**src/strap_pkg.sv**
```systemverilog
/*
 * shared constants and types for the reset, strap and host port block.
 * assumes a single 125 MHz clock and pins already synchronous to it.
 */
package strap_pkg;

    // ------------------------------------------------------------
    // timing
    // ------------------------------------------------------------
    localparam int CLK_KHZ = 125000;              // clock rate in kHz
    localparam int READY_WAIT_MS = 125;           // wait before host access
    localparam int READY_CYCLES = READY_WAIT_MS * CLK_KHZ;
    localparam int READY_CNT_W = 24;              // holds READY_CYCLES

    // ------------------------------------------------------------
    // strap pin positions on the gpio bus
    // ------------------------------------------------------------
    localparam int GPIO_N = 7;                    // gpio0..gpio6
    localparam int STRAP_RATE_LO = 0;             // master clock rate bit 0
    localparam int STRAP_RATE_HI = 1;             // master clock rate bit 1
    localparam int STRAP_PROTO = 3;               // host_protocol_strap
    localparam int STRAP_LOW = 4;                 // must_be_low_strap

    // ------------------------------------------------------------
    // serial host port framing
    // ------------------------------------------------------------
    localparam int FRAME_BITS = 24;               // command, address, data
    localparam int CMD_BITS = 8;
    localparam int ADDR_BITS = 8;
    localparam int DATA_BITS = 8;
    localparam logic [7:0] CMD_WRITE = 8'h02;
    localparam logic [7:0] CMD_READ = 8'h03;

    // ------------------------------------------------------------
    // register addresses and fields
    // ------------------------------------------------------------
    localparam logic [7:0] ADDR_STATUS = 8'h00;   // ready flag lives here
    localparam int READY_BIT = 7;
    localparam logic [7:0] ADDR_GPIO_CFG = 8'h01; // 0x01..0x07, one per pin
    localparam logic [7:0] ADDR_CTRL = 8'h08;     // output enable bits
    localparam logic [7:0] CTRL_RESET = 8'h00;
    localparam logic [2:0] GPIO_CFG_RESET = 3'h0;

    // gpio pin functions
    typedef enum logic [2:0] {
        FN_INPUT,
        FN_LOCK,
        FN_REF_FAIL,
        FN_REF_SEL,
        FN_OUT_EN,
        FN_HOST_IRQ
    } gpio_fn_t;

    // straps caught when reset is released
    typedef struct packed {
        logic host_i2c;          // 1: i2c host port, 0: spi
        logic must_low_bad;      // must_be_low_strap was seen high
        logic [1:0] clk_rate;    // master clock rate selection
    } strap_t;

endpackage

```
**src/reg_mem.sv**
```systemverilog
/*
 * small register storage with one write port and a registered read port.
 * assumes the caller holds the address stable in the read cycle.
 */
module reg_mem
    import strap_pkg::*;
#(
    parameter int AW = 8,
    parameter int DW = 8
)
(
    // clock and reset
    input wire logic clk,
    input wire logic reset_n,
    // write port
    input wire logic we,
    input wire logic [AW-1:0] waddr,
    input wire logic [DW-1:0] wdata,
    // read port
    input wire logic re,
    input wire logic [AW-1:0] raddr,
    output logic [DW-1:0] rdata
);

    logic [DW-1:0] mem [2**AW];   // contents are undefined until written

    // ------------------------------------------------------------
    // write port
    // ------------------------------------------------------------
    always_ff @(posedge clk)
    begin
        if (we)
        begin
            mem[waddr] <= wdata;
        end
    end

    // ------------------------------------------------------------
    // read port, data held in a register
    // ------------------------------------------------------------
    always_ff @(posedge clk or negedge reset_n)
    begin
        if (!reset_n)
        begin
            rdata <= '0;
        end
        else if (re)
        begin
            rdata <= mem[raddr];
        end
    end

endmodule

```
**src/reset_strap_host_port.sv**
```systemverilog
/*
 * reset sequencing, strap capture, gpio function routing and the spi host port.
 * assumes reset_n is the power-on reset pin and every pin is synchronous to clk;
 * spi clock halves must each last at least two clk periods.
 */
// What this block does
// - low reset input clears all logic but the register memory
// - access allowed after 125 ms ready flag
// - straps on gpio 0,1,3,4 after reset
// - gpio 1,0 pick master clock rate
// - gpio 5 and 6 ignored as straps
// - each gpio takes a selectable function
// - spi input carries command, address, data
// - spi read data leaves on serial output
// - i2c mode: clock and data lines, data line never driven
// - i2c mode: serial output pin picks address
// - chip select frames spi, else address
module reset_strap_host_port
    import strap_pkg::*;
#(
    parameter int READY_WAIT = READY_CYCLES
)
(
    // clock and power-on reset
    input wire logic clk,
    input wire logic reset_n,
    // gpio pins
    input wire logic [GPIO_N-1:0] gpio_in,
    output logic [GPIO_N-1:0] gpio_out,
    output logic [GPIO_N-1:0] gpio_oe,
    // host port pins
    input wire logic sck_in,
    input wire logic sda_in,
    output logic sda_out,
    output logic sda_oe,
    input wire logic serial_out_addr_sel_pin_in,
    output logic serial_out_addr_sel_pin_out,
    output logic serial_out_addr_sel_pin_oe,
    input wire logic select_n_addr_sel_pin,
    // device status feeding gpio functions
    input wire logic dpll_lock,
    input wire logic ref_fail,
    // configuration and status
    output logic ready,
    output strap_t straps,
    output logic [1:0] i2c_addr_sel,
    output logic ref_sel_req
);

    // ------------------------------------------------------------
    // declarations
    // ------------------------------------------------------------
    logic [READY_CNT_W-1:0] wait_cnt_reg;          // counts toward ready
    logic caught_reg;                              // straps taken once
    logic sck_prev_reg;                            // for edge detection
    logic [4:0] bit_cnt_reg;                       // bits of the frame so far
    logic [FRAME_BITS-1:0] shift_in_reg;           // command, address, data
    logic [DATA_BITS-1:0] shift_out_reg;           // read data going out
    logic rd_pend_reg;                             // memory read under way
    logic rd_status_reg;                           // that read targets status
    logic rd_ctrl_reg; // that read targets the control bits
    logic irq_reg;                                 // host interrupt flag
    logic lock_prev_reg;
    logic fail_prev_reg;
    logic [7:0] ctrl_reg;                          // output enable bits
    logic [2:0] gpio_cfg_reg [GPIO_N];             // function per pin
    logic [DATA_BITS-1:0] mem_rdata;
    logic spi_on;
    logic sck_rise;
    logic sck_fall;
    logic [4:0] bit_cnt_next;
    logic [FRAME_BITS-1:0] shift_in_next;
    logic wr_done;
    logic rd_start;
    logic [ADDR_BITS-1:0] wr_addr;
    logic [DATA_BITS-1:0] wr_data;
    logic [GPIO_N-1:0] ref_sel_hits;

    // ------------------------------------------------------------
    // ready timer: host access waits for this
    // ------------------------------------------------------------
    // the async reset clears the timer so each power-on restarts it
    always_ff @(posedge clk or negedge reset_n)
    begin
        if (!reset_n)
        begin
            wait_cnt_reg <= '0;
            ready <= 1'b0;
        end
        else if (!ready)
        begin
            if (wait_cnt_reg == READY_CNT_W'(READY_WAIT - 1))
            begin
                ready <= 1'b1;
            end
            wait_cnt_reg <= wait_cnt_reg + 1'b1;
        end
    end

    // ------------------------------------------------------------
    // strap capture on the first edge after reset release
    // ------------------------------------------------------------
    // gpio5 and gpio6 are not looked at here at all
    always_ff @(posedge clk or negedge reset_n)
    begin
        if (!reset_n)
        begin
            caught_reg <= 1'b0;
            straps <= '0;
            i2c_addr_sel <= 2'h0;
        end
        else if (!caught_reg)
        begin
            caught_reg <= 1'b1;
            straps.host_i2c <= gpio_in[STRAP_PROTO];
            straps.must_low_bad <= gpio_in[STRAP_LOW];
            straps.clk_rate <= {gpio_in[STRAP_RATE_HI], gpio_in[STRAP_RATE_LO]};
            // address select pins only matter in i2c mode
            i2c_addr_sel <= {serial_out_addr_sel_pin_in, select_n_addr_sel_pin};
        end
    end

    // ------------------------------------------------------------
    // spi receive framing
    // ------------------------------------------------------------
    assign spi_on = ready && caught_reg && !straps.host_i2c;
    assign sck_rise = sck_in && !sck_prev_reg;
    assign sck_fall = !sck_in && sck_prev_reg;
    assign shift_in_next = {shift_in_reg[FRAME_BITS-2:0], sda_in};
    assign bit_cnt_next = bit_cnt_reg + 1'b1;
    // taken from the next value: on the last rise the address sits one bit higher
    assign wr_addr = shift_in_next[DATA_BITS +: ADDR_BITS];
    assign wr_data = shift_in_next[DATA_BITS-1:0];
    // last data bit of a write frame completes the write
    assign wr_done = spi_on && !select_n_addr_sel_pin && sck_rise
        && bit_cnt_next == 5'(FRAME_BITS) && shift_in_reg[FRAME_BITS-2 -: CMD_BITS] == CMD_WRITE;
    // last address bit of a read frame starts the memory read
    assign rd_start = spi_on && !select_n_addr_sel_pin && sck_rise
        && bit_cnt_next == 5'(CMD_BITS + ADDR_BITS) && shift_in_reg[ADDR_BITS+CMD_BITS-2 -: CMD_BITS] == CMD_READ;

    // chip select low frames every transfer; high restarts the count
    always_ff @(posedge clk or negedge reset_n)
    begin
        if (!reset_n)
        begin
            sck_prev_reg <= 1'b0;
            bit_cnt_reg <= '0;
            shift_in_reg <= '0;
        end
        else
        begin
            sck_prev_reg <= sck_in;
            if (!spi_on || select_n_addr_sel_pin)
            begin
                bit_cnt_reg <= '0;
            end
            else if (sck_rise && bit_cnt_reg != 5'(FRAME_BITS))
            begin
                bit_cnt_reg <= bit_cnt_next;
                shift_in_reg <= shift_in_next;
            end
        end
    end

    // ------------------------------------------------------------
    // register storage
    // ------------------------------------------------------------
    reg_mem #(
        .AW(ADDR_BITS),
        .DW(DATA_BITS)
    ) u_mem (
        .clk(clk),
        .reset_n(reset_n),
        .we(wr_done),
        .waddr(wr_addr),
        .wdata(wr_data),
        .re(rd_start),
        .raddr(shift_in_next[ADDR_BITS-1:0]),
        .rdata(mem_rdata)
    );

    // ------------------------------------------------------------
    // shadow copies of registers that steer logic
    // ------------------------------------------------------------
    generate
        for (genvar i = 0; i < GPIO_N; i++)
        begin : g_cfg
            always_ff @(posedge clk or negedge reset_n)
            begin
                if (!reset_n)
                begin
                    gpio_cfg_reg[i] <= GPIO_CFG_RESET;
                end
                else if (wr_done && wr_addr == ADDR_GPIO_CFG + 8'(i))
                begin
                    gpio_cfg_reg[i] <= wr_data[2:0];
                end
            end
        end
    endgenerate

    always_ff @(posedge clk or negedge reset_n)
    begin
        if (!reset_n)
        begin
            ctrl_reg <= CTRL_RESET;
        end
        else if (wr_done && wr_addr == ADDR_CTRL)
        begin
            ctrl_reg <= wr_data;
        end
    end

    // ------------------------------------------------------------
    // host interrupt: set on a lock or fail change, write status to clear
    // ------------------------------------------------------------
    // a change in the clearing cycle keeps the flag set
    always_ff @(posedge clk or negedge reset_n)
    begin
        if (!reset_n)
        begin
            lock_prev_reg <= 1'b0;
            fail_prev_reg <= 1'b0;
            irq_reg <= 1'b0;
        end
        else
        begin
            lock_prev_reg <= dpll_lock;
            fail_prev_reg <= ref_fail;
            if (ready && (dpll_lock != lock_prev_reg || ref_fail != fail_prev_reg))
            begin
                irq_reg <= 1'b1;
            end
            else if (wr_done && wr_addr == ADDR_STATUS)
            begin
                irq_reg <= 1'b0;
            end
        end
    end

    // ------------------------------------------------------------
    // spi read data out on the serial output pin
    // ------------------------------------------------------------
    // the pin only drives during a read frame in spi mode; in i2c mode it
    // stays an input so the address select level is never fought
    always_ff @(posedge clk or negedge reset_n)
    begin
        if (!reset_n)
        begin
            rd_pend_reg <= 1'b0;
            rd_status_reg <= 1'b0;
            rd_ctrl_reg <= 1'b0;
            shift_out_reg <= '0;
            serial_out_addr_sel_pin_out <= 1'b0;
            serial_out_addr_sel_pin_oe <= 1'b0;
        end
        else
        begin
            rd_pend_reg <= rd_start;
            if (rd_start)
            begin
                rd_status_reg <= shift_in_next[ADDR_BITS-1:0] == ADDR_STATUS;
                // control bits read back from their register, which has a reset value
                rd_ctrl_reg <= shift_in_next[ADDR_BITS-1:0] == ADDR_CTRL;
            end
            if (!spi_on || select_n_addr_sel_pin)
            begin
                serial_out_addr_sel_pin_oe <= 1'b0;
            end
            else if (rd_pend_reg)
            begin
                // status: ready, interrupt, bad strap, protocol, clock rate
                shift_out_reg <= rd_status_reg
                    ? {ready, 2'h0, irq_reg, straps.must_low_bad, straps.host_i2c, straps.clk_rate}
                    : rd_ctrl_reg ? ctrl_reg : mem_rdata;
                serial_out_addr_sel_pin_out <= rd_status_reg ? ready
                    : rd_ctrl_reg ? ctrl_reg[DATA_BITS-1] : mem_rdata[DATA_BITS-1];
                serial_out_addr_sel_pin_oe <= 1'b1;
            end
            else if (sck_fall && serial_out_addr_sel_pin_oe)
            begin
                // the fall after the last address bit shows bit 7, so the host
                // takes it on the first data rise and no bit is lost
                serial_out_addr_sel_pin_out <= shift_out_reg[DATA_BITS-1];
                shift_out_reg <= {shift_out_reg[DATA_BITS-2:0], 1'b0};
            end
        end
    end

    // ------------------------------------------------------------
    // i2c data line: held released, the pin is left open
    // ------------------------------------------------------------
    always_ff @(posedge clk or negedge reset_n)
    begin
        if (!reset_n)
        begin
            sda_out <= 1'b0;
            sda_oe <= 1'b0;
        end
        else
        begin
            sda_out <= 1'b0;
            sda_oe <= 1'b0;
        end
    end

    // ------------------------------------------------------------
    // gpio function routing
    // ------------------------------------------------------------
    // pins stay released until ready so board strap drivers never clash
    generate
        for (genvar i = 0; i < GPIO_N; i++)
        begin : g_gpio
            always_ff @(posedge clk or negedge reset_n)
            begin
                if (!reset_n)
                begin
                    gpio_out[i] <= 1'b0;
                    gpio_oe[i] <= 1'b0;
                end
                else
                begin
                    gpio_oe[i] <= 1'b0;
                    gpio_out[i] <= 1'b0;
                    case (gpio_fn_t'(gpio_cfg_reg[i]))
                        FN_LOCK:
                        begin
                            gpio_out[i] <= dpll_lock;
                            gpio_oe[i] <= ready;
                        end
                        FN_REF_FAIL:
                        begin
                            gpio_out[i] <= ref_fail;
                            gpio_oe[i] <= ready;
                        end
                        FN_OUT_EN:
                        begin
                            gpio_out[i] <= ctrl_reg[i];
                            gpio_oe[i] <= ready;
                        end
                        FN_HOST_IRQ:
                        begin
                            gpio_out[i] <= irq_reg;
                            gpio_oe[i] <= ready;
                        end
                        default:
                        begin
                            gpio_out[i] <= 1'b0; // input or reference select monitor
                        end
                    endcase
                end
            end
            assign ref_sel_hits[i] = gpio_cfg_reg[i] == 3'(FN_REF_SEL) && gpio_in[i];
        end
    endgenerate

    // reference select request taken from any pin set to that function
    always_ff @(posedge clk or negedge reset_n)
    begin
        if (!reset_n)
        begin
            ref_sel_req <= 1'b0;
        end
        else
        begin
            ref_sel_req <= ready && |ref_sel_hits;
        end
    end

endmodule

```
**config.mk**
```make
export PLATFORM = sky130hd
export DESIGN_NAME = reset_strap_host_port
export DESIGN_NICKNAME = d
export VERILOG_FILES = /design/src/strap_pkg.sv /design/src/reg_mem.sv /design/src/reset_strap_host_port.sv
export SDC_FILE = /design/constraint.sdc
export NUM_CORES = 2
export LEC_CHECK = 0
export ABC_AREA = 1
export BUFFER_PORTS_ARGS = -buffer_cell sky130_fd_sc_hd__buf_2
export CAP_MARGIN = 5
export CORE_MARGIN = 2
export CORE_UTILIZATION = 30
export DETAILED_ROUTE_END_ITERATION = 8
export PLACE_DENSITY = 0.4
export SETUP_SLACK_MARGIN = 0.05
export SYNTH_ARGS = -nofsm -noshare
export SYNTH_HDL_FRONTEND = slang
export SYNTH_SLANG_ARGS = --single-unit
```
**constraint.sdc**
```tcl
create_clock -name clk -period 6.61 [get_ports clk]
set_clock_uncertainty 0.15 [all_clocks]
set_input_delay 1.322 -clock clk [delete_from_list [all_inputs] [get_ports clk]]
set_output_delay 1.322 -clock clk [all_outputs]
set_load 0.01 [all_outputs]
```
; Word level (Yosys, flattened, before mapping)
; Memories as Yosys holds them, arrays and structs flattened. A register that Yosys moved wholly into a read port is not among the register bits.
; Index checks and enable logic that the tools add are counted.
[op_classes]
n_addsub = 2
eq_ne = 51
muxes = 32
bitwise = 1
n_reduce_logical = 54
[ops]
columns = cell, n
row1 = "== test 3 x 2 -> 1 bit, second input constant", 14
row2 = "== test 3 bit, second input constant", 14
row3 = "== test 8 x 3 -> 1 bit, second input constant", 4
row4 = 2-to-1 mux 8 bit, 4
row5 = logical AND 1 bit, 30
row6 = one-hot mux 1 bit (4 select lines), 7
row7 = OR reduction 4 bit, 7
row8 = "adder 24 x 1 -> 24 bit, second input constant", 1
row9 = "== test 24 bit, second input constant", 1
row10 = "== test 8 x 2 -> 1 bit, second input constant", 3
row11 = "== test 3 x 1 -> 1 bit, second input constant", 7
row12 = 2-to-1 mux 1 bit, 19
row13 = "== test 8 x 4 -> 1 bit, second input constant", 2
row14 = logical NOT 8 bit, 2
row15 = "== test 5 bit, second input constant", 2
row16 = 2-to-1 mux 5 bit, 2
row17 = "== test 8 x 1 -> 1 bit, second input constant", 1
row18 = nonzero test 2 bit, 4
row19 = OR reduction 7 bit, 1
row20 = logical NOT 1 bit, 6
row21 = "adder 5 x 1 -> 5 bit, second input constant", 1
row22 = "inequality test 5 bit, second input constant", 1
row23 = AND reduction 2 bit, 2
row24 = logical OR 1 bit, 2
row25 = 2 further kinds, 3
[totals]
regBits = 121
mem_bits_rw = 2048
in_bits = 15
wordCells = 183
memories = 1
[mem_list]
columns = memory, depth, width, rd, rd_ports_with_merged_regs, write_ports, line
row1 = u_mem.mem, 256, 8, 1, 1, 1, reg_mem.sv:25  ; logic [DW-1:0] mem [2**AW];

; Logic depth before layout (Yosys ltp)
[depth]
ltp_word = 9
depth_mapped = 19
mapped_depth_nobuf = 15

; Modules after synthesis
; Synthesis repeated with hierarchy kept, for this count alone.
[unflattened]
cells_unflattened = 7736
area_unflattened_um2 = 89445.8
[by_module_without_submodules]
columns = mod, instances, cells_per_inst, area_per_inst_um2
row1 = reg_mem, 1, 7004, 83525.1
row2 = reset_strap_host_port, 1, 732, 5920.7

; Worst setup path before layout
; Ideal clock, no wire load.
[synth_timing]
path_kind = register to register
startpoint = register shift_in_reg[1]
endpoint = register u_mem.rdata[7], read port of u_mem.mem
setup_time_ns = 0.071
arrival_ns = 5.375
slack_ns = 1.014
stages_incl_launch_ff = 14
cell_sequence = dfrtp_1 -> buf_2 -> nand2_1 -> inv_2 -> clkbuf_1 -> clkbuf_1 -> nand2_1 -> nand4_1 -> nand3_1 -> nand3_1 -> nand2_1 -> nor2_1 -> nor2_1 -> nor2_1
[synth_rtl]
columns = item, line
row1 = "start, declared", reset_strap_host_port.sv:57  ; logic [FRAME_BITS-1:0] shift_in_reg;
row2 = "start signal, assigned", reset_strap_host_port.sv:160  ; shift_in_reg <= shift_in_next;
row3 = "end, declared", reg_mem.sv:22  ; output logic [DW-1:0] rdata

==> flow_summary.ini <==
[setup_path]
cp.arrival_ps = 5730
rrSetupSlack_ps = 1570
critPathRequiredTime_ps = 7300
reg2reg_to = u_mem.rdata[7]
r2r-start = shift_in_reg[1]
cp-start-kind = flip-flop
end_kind = flip-flop
crit_fanout = 34
path_class = reg2reg
reg2reg_depth = 12

[layout]
finish.utilization = 0.343
drive_above_1_share = 0.0680
layout_common_cells = nand2_1, edfxtp_1, nor2_1
largest_reg_flops = 2048
final_common_cell = nand2_1
nets = 8729
layout-area-overhead-vs-synth_pct = 14.2

[grt]
grt_overflow = 0
track_usage = 0.185
antenna_found_initial = 12
grt_start_max_net_pins = 133
grt_pass1_vias = 60606
grt_pass1_wl_um = 427000

[cts]
postCtsSetupRepairBufs = 0
clkSlewWorstSetupHoldPaths_ps = 60
tritoncts = built
clk_latency_ps = 920
ctsResizeCount = 0
numClockSinks = 2177
numCtsBuffers = 248
htreeDepth = 4
clk_path_buf_depth = 4
cts_root_buffer = clkbuf_16
cts_hold_buf = 0

[routing]
drt-total-wl_um = 291000
vias = 60706
routed_via_density = 4.66
wl_per_cell_um = 22.3
ant_nets = 0
first_iter_violations = 5173
drt_first_pass_iters = 5
drc = 0

[synth]
synth.distinct_cells = 44
synth_edf_count = 2048
synth.avg_cell_area_um2 = 10.5
ys_ff_latch = 2177
ys.flop_type = edfxtp_1
synth-seq-area-share = 0.705
ys_warn_count = 0
ys_async_sr_fraction = 0.0593
synth_area_um2 = 91800
postSynthCellCount = 8728

[sta]
fin_crit_sh = 0.762
tns_ps = 0
tightest_slew_ps = 1340
max_freq_mhz = 198
min_period_ps = 5040
drv_slew = 0
fin_ws_ps = 1570
rsz0062_at_grt = false
finalHoldViolCount = 0
slew_headroom = 0.102
setup_viol = 0

[placed_design]
place_ws_ps = 1310
post-dp-hpwl_um = 168000
portBuffers = 38
gp_congestion = 0.791

[floorplanning]
coreArea_um2 = 305000
dieArea_um2 = 311000
rows = 203
ioPinCount = 41
die_h_um = 557
die_w_um = 557
start_util = 0.301

[power_and_ir_drop]
power_w = 0.0291
intPower_w = 0.0229
peakVddDrop_mv = 0.238
pwr-share-clk = 0.468
p_sw_frac = 0.211
seqPwrFrac = 0.513
switching_power_w = 0.00613
leakage_nw = 37.7
combPwrFrac = 0.020
power.density_nw_per_um2 = 277

[min_path]
min_to = i2c_addr_sel[1]
hold_path_depth = 2
hold_path.class = reg2reg
hp-start = i2c_addr_sel[1]

[run]
maxCapViolCount = 0

[run_status]
status = finished, final reports clean
-- synthesized netlist by cell type (5+ instances only) --
cell type	n	area share
edfxtp_1	2048	0.67
o21ai_0	601	0.033
dfrtp_1	129	0.035
buf_6	5	0.00061
nand4_1	39	0.0027
buf_2	140	0.0076
buf_1	59	0.0024
xor2_1	18	0.0017
buf_4	6	0.00049
a31oi_1	6	0.00041
inv_1	798	0.033
o2111ai_1	6	0.00057
o22ai_1	47	0.0032
nand3_1	559	0.030
nor3_1	12	0.00065
clkbuf_1	254	0.010
nand2_1	2631	0.11
a21oi_1	70	0.0038
nor4_1	16	0.0011
nor2_1	1207	0.049
nand2_4	5	0.00061
xnor2_1	9	0.00086
nor2_2	21	0.0014
-- cells by family (layout without fill, tap and decap cells) --
family	count (synthesis)	in the layout	synth area share
AOI/OAI and AO/OA	746	746	0.0421
xor gates and xnor gates	27	27	0.00258
adders and majority gates	4	4	0.000545
buffers and inverters	1267	1447	0.0543
DFF	2177	2177	0.705
other	2	9	0.0000818
and+or+nand+nor	4505	4505	0.196
-- stage by stage --
step                instance area (µm²)  hold WS, ps  cells
global route                     105000          342  13011
global placement                  97000          310  12560
floorplan                         91800          292   8729
CTS                              105000          304  13009
detailed placement                97000          320  12560
finish                           105000          332  13015
-- area by class of cell --
class	count	area [µm²]
Inverter	803	3040
Timing Repair Buffer	195	1850
Clock inverter	139	1310
Antenna cell	6	15.0
Multi-Input combinational cell	5285	22200
Clock buffer	310	6520
Tap cell	4100	5130
Fill cell	30933	200000
Sequential cell	2177	64800
-- how the worst max path moves through the flow --
stage / startpoint / to / slack (ps) / depth (start not counted)
floorplan: shift_in_reg[1] / u_mem.rdata[7] / 1010 / 13
CTS: shift_in_reg[1] / u_mem.rdata[7] / 1380 / 12
global placement: sda_in / u_mem.rdata[2] / 1260 / 16
finish: shift_in_reg[1] / u_mem.rdata[7] / 1570 / 12
detailed placement: sda_in / u_mem.rdata[2] / 1310 / 16
global route: shift_in_reg[1] / u_mem.rdata[7] / 1370 / 12
-- routing by layer --
metal | track usage | vias to the layer above | share of wire
li1 | - | 28851 | -
met1 | 0.263 | 30387 | 0.47
met2 | 0.303 | 1141 | 0.47
met3 | 0.0200 | 327 | 0.039
met4 | 0.0432 | 0 | 0.022
met5 | 0 | - | 0
-- worst max-delay path, stage by stage (launching register included) --
cell	delay [ps]
dfrtp_4	800
inv_1	200
nor2_4	1040
clkinv_1	1020
a21oi_1	470
nor2_1	70
nand2_1	70
nand3_1	270
nand3_1	160
nand2_1	70
nor2_1	390
nor2_1	80
nor2_1	100
-- power groups by stage --
stage               registers [W]  logic [W]  clock network, W
floorplan                  0.0152   0.000347                 0
global route               0.0149   0.000645            0.0144
global placement           0.0152   0.000585                 0
CTS                        0.0149   0.000584            0.0139
detailed placement         0.0152   0.000583                 0
finish                     0.0149   0.000573            0.0136
(Power assumes the default switching activity.)
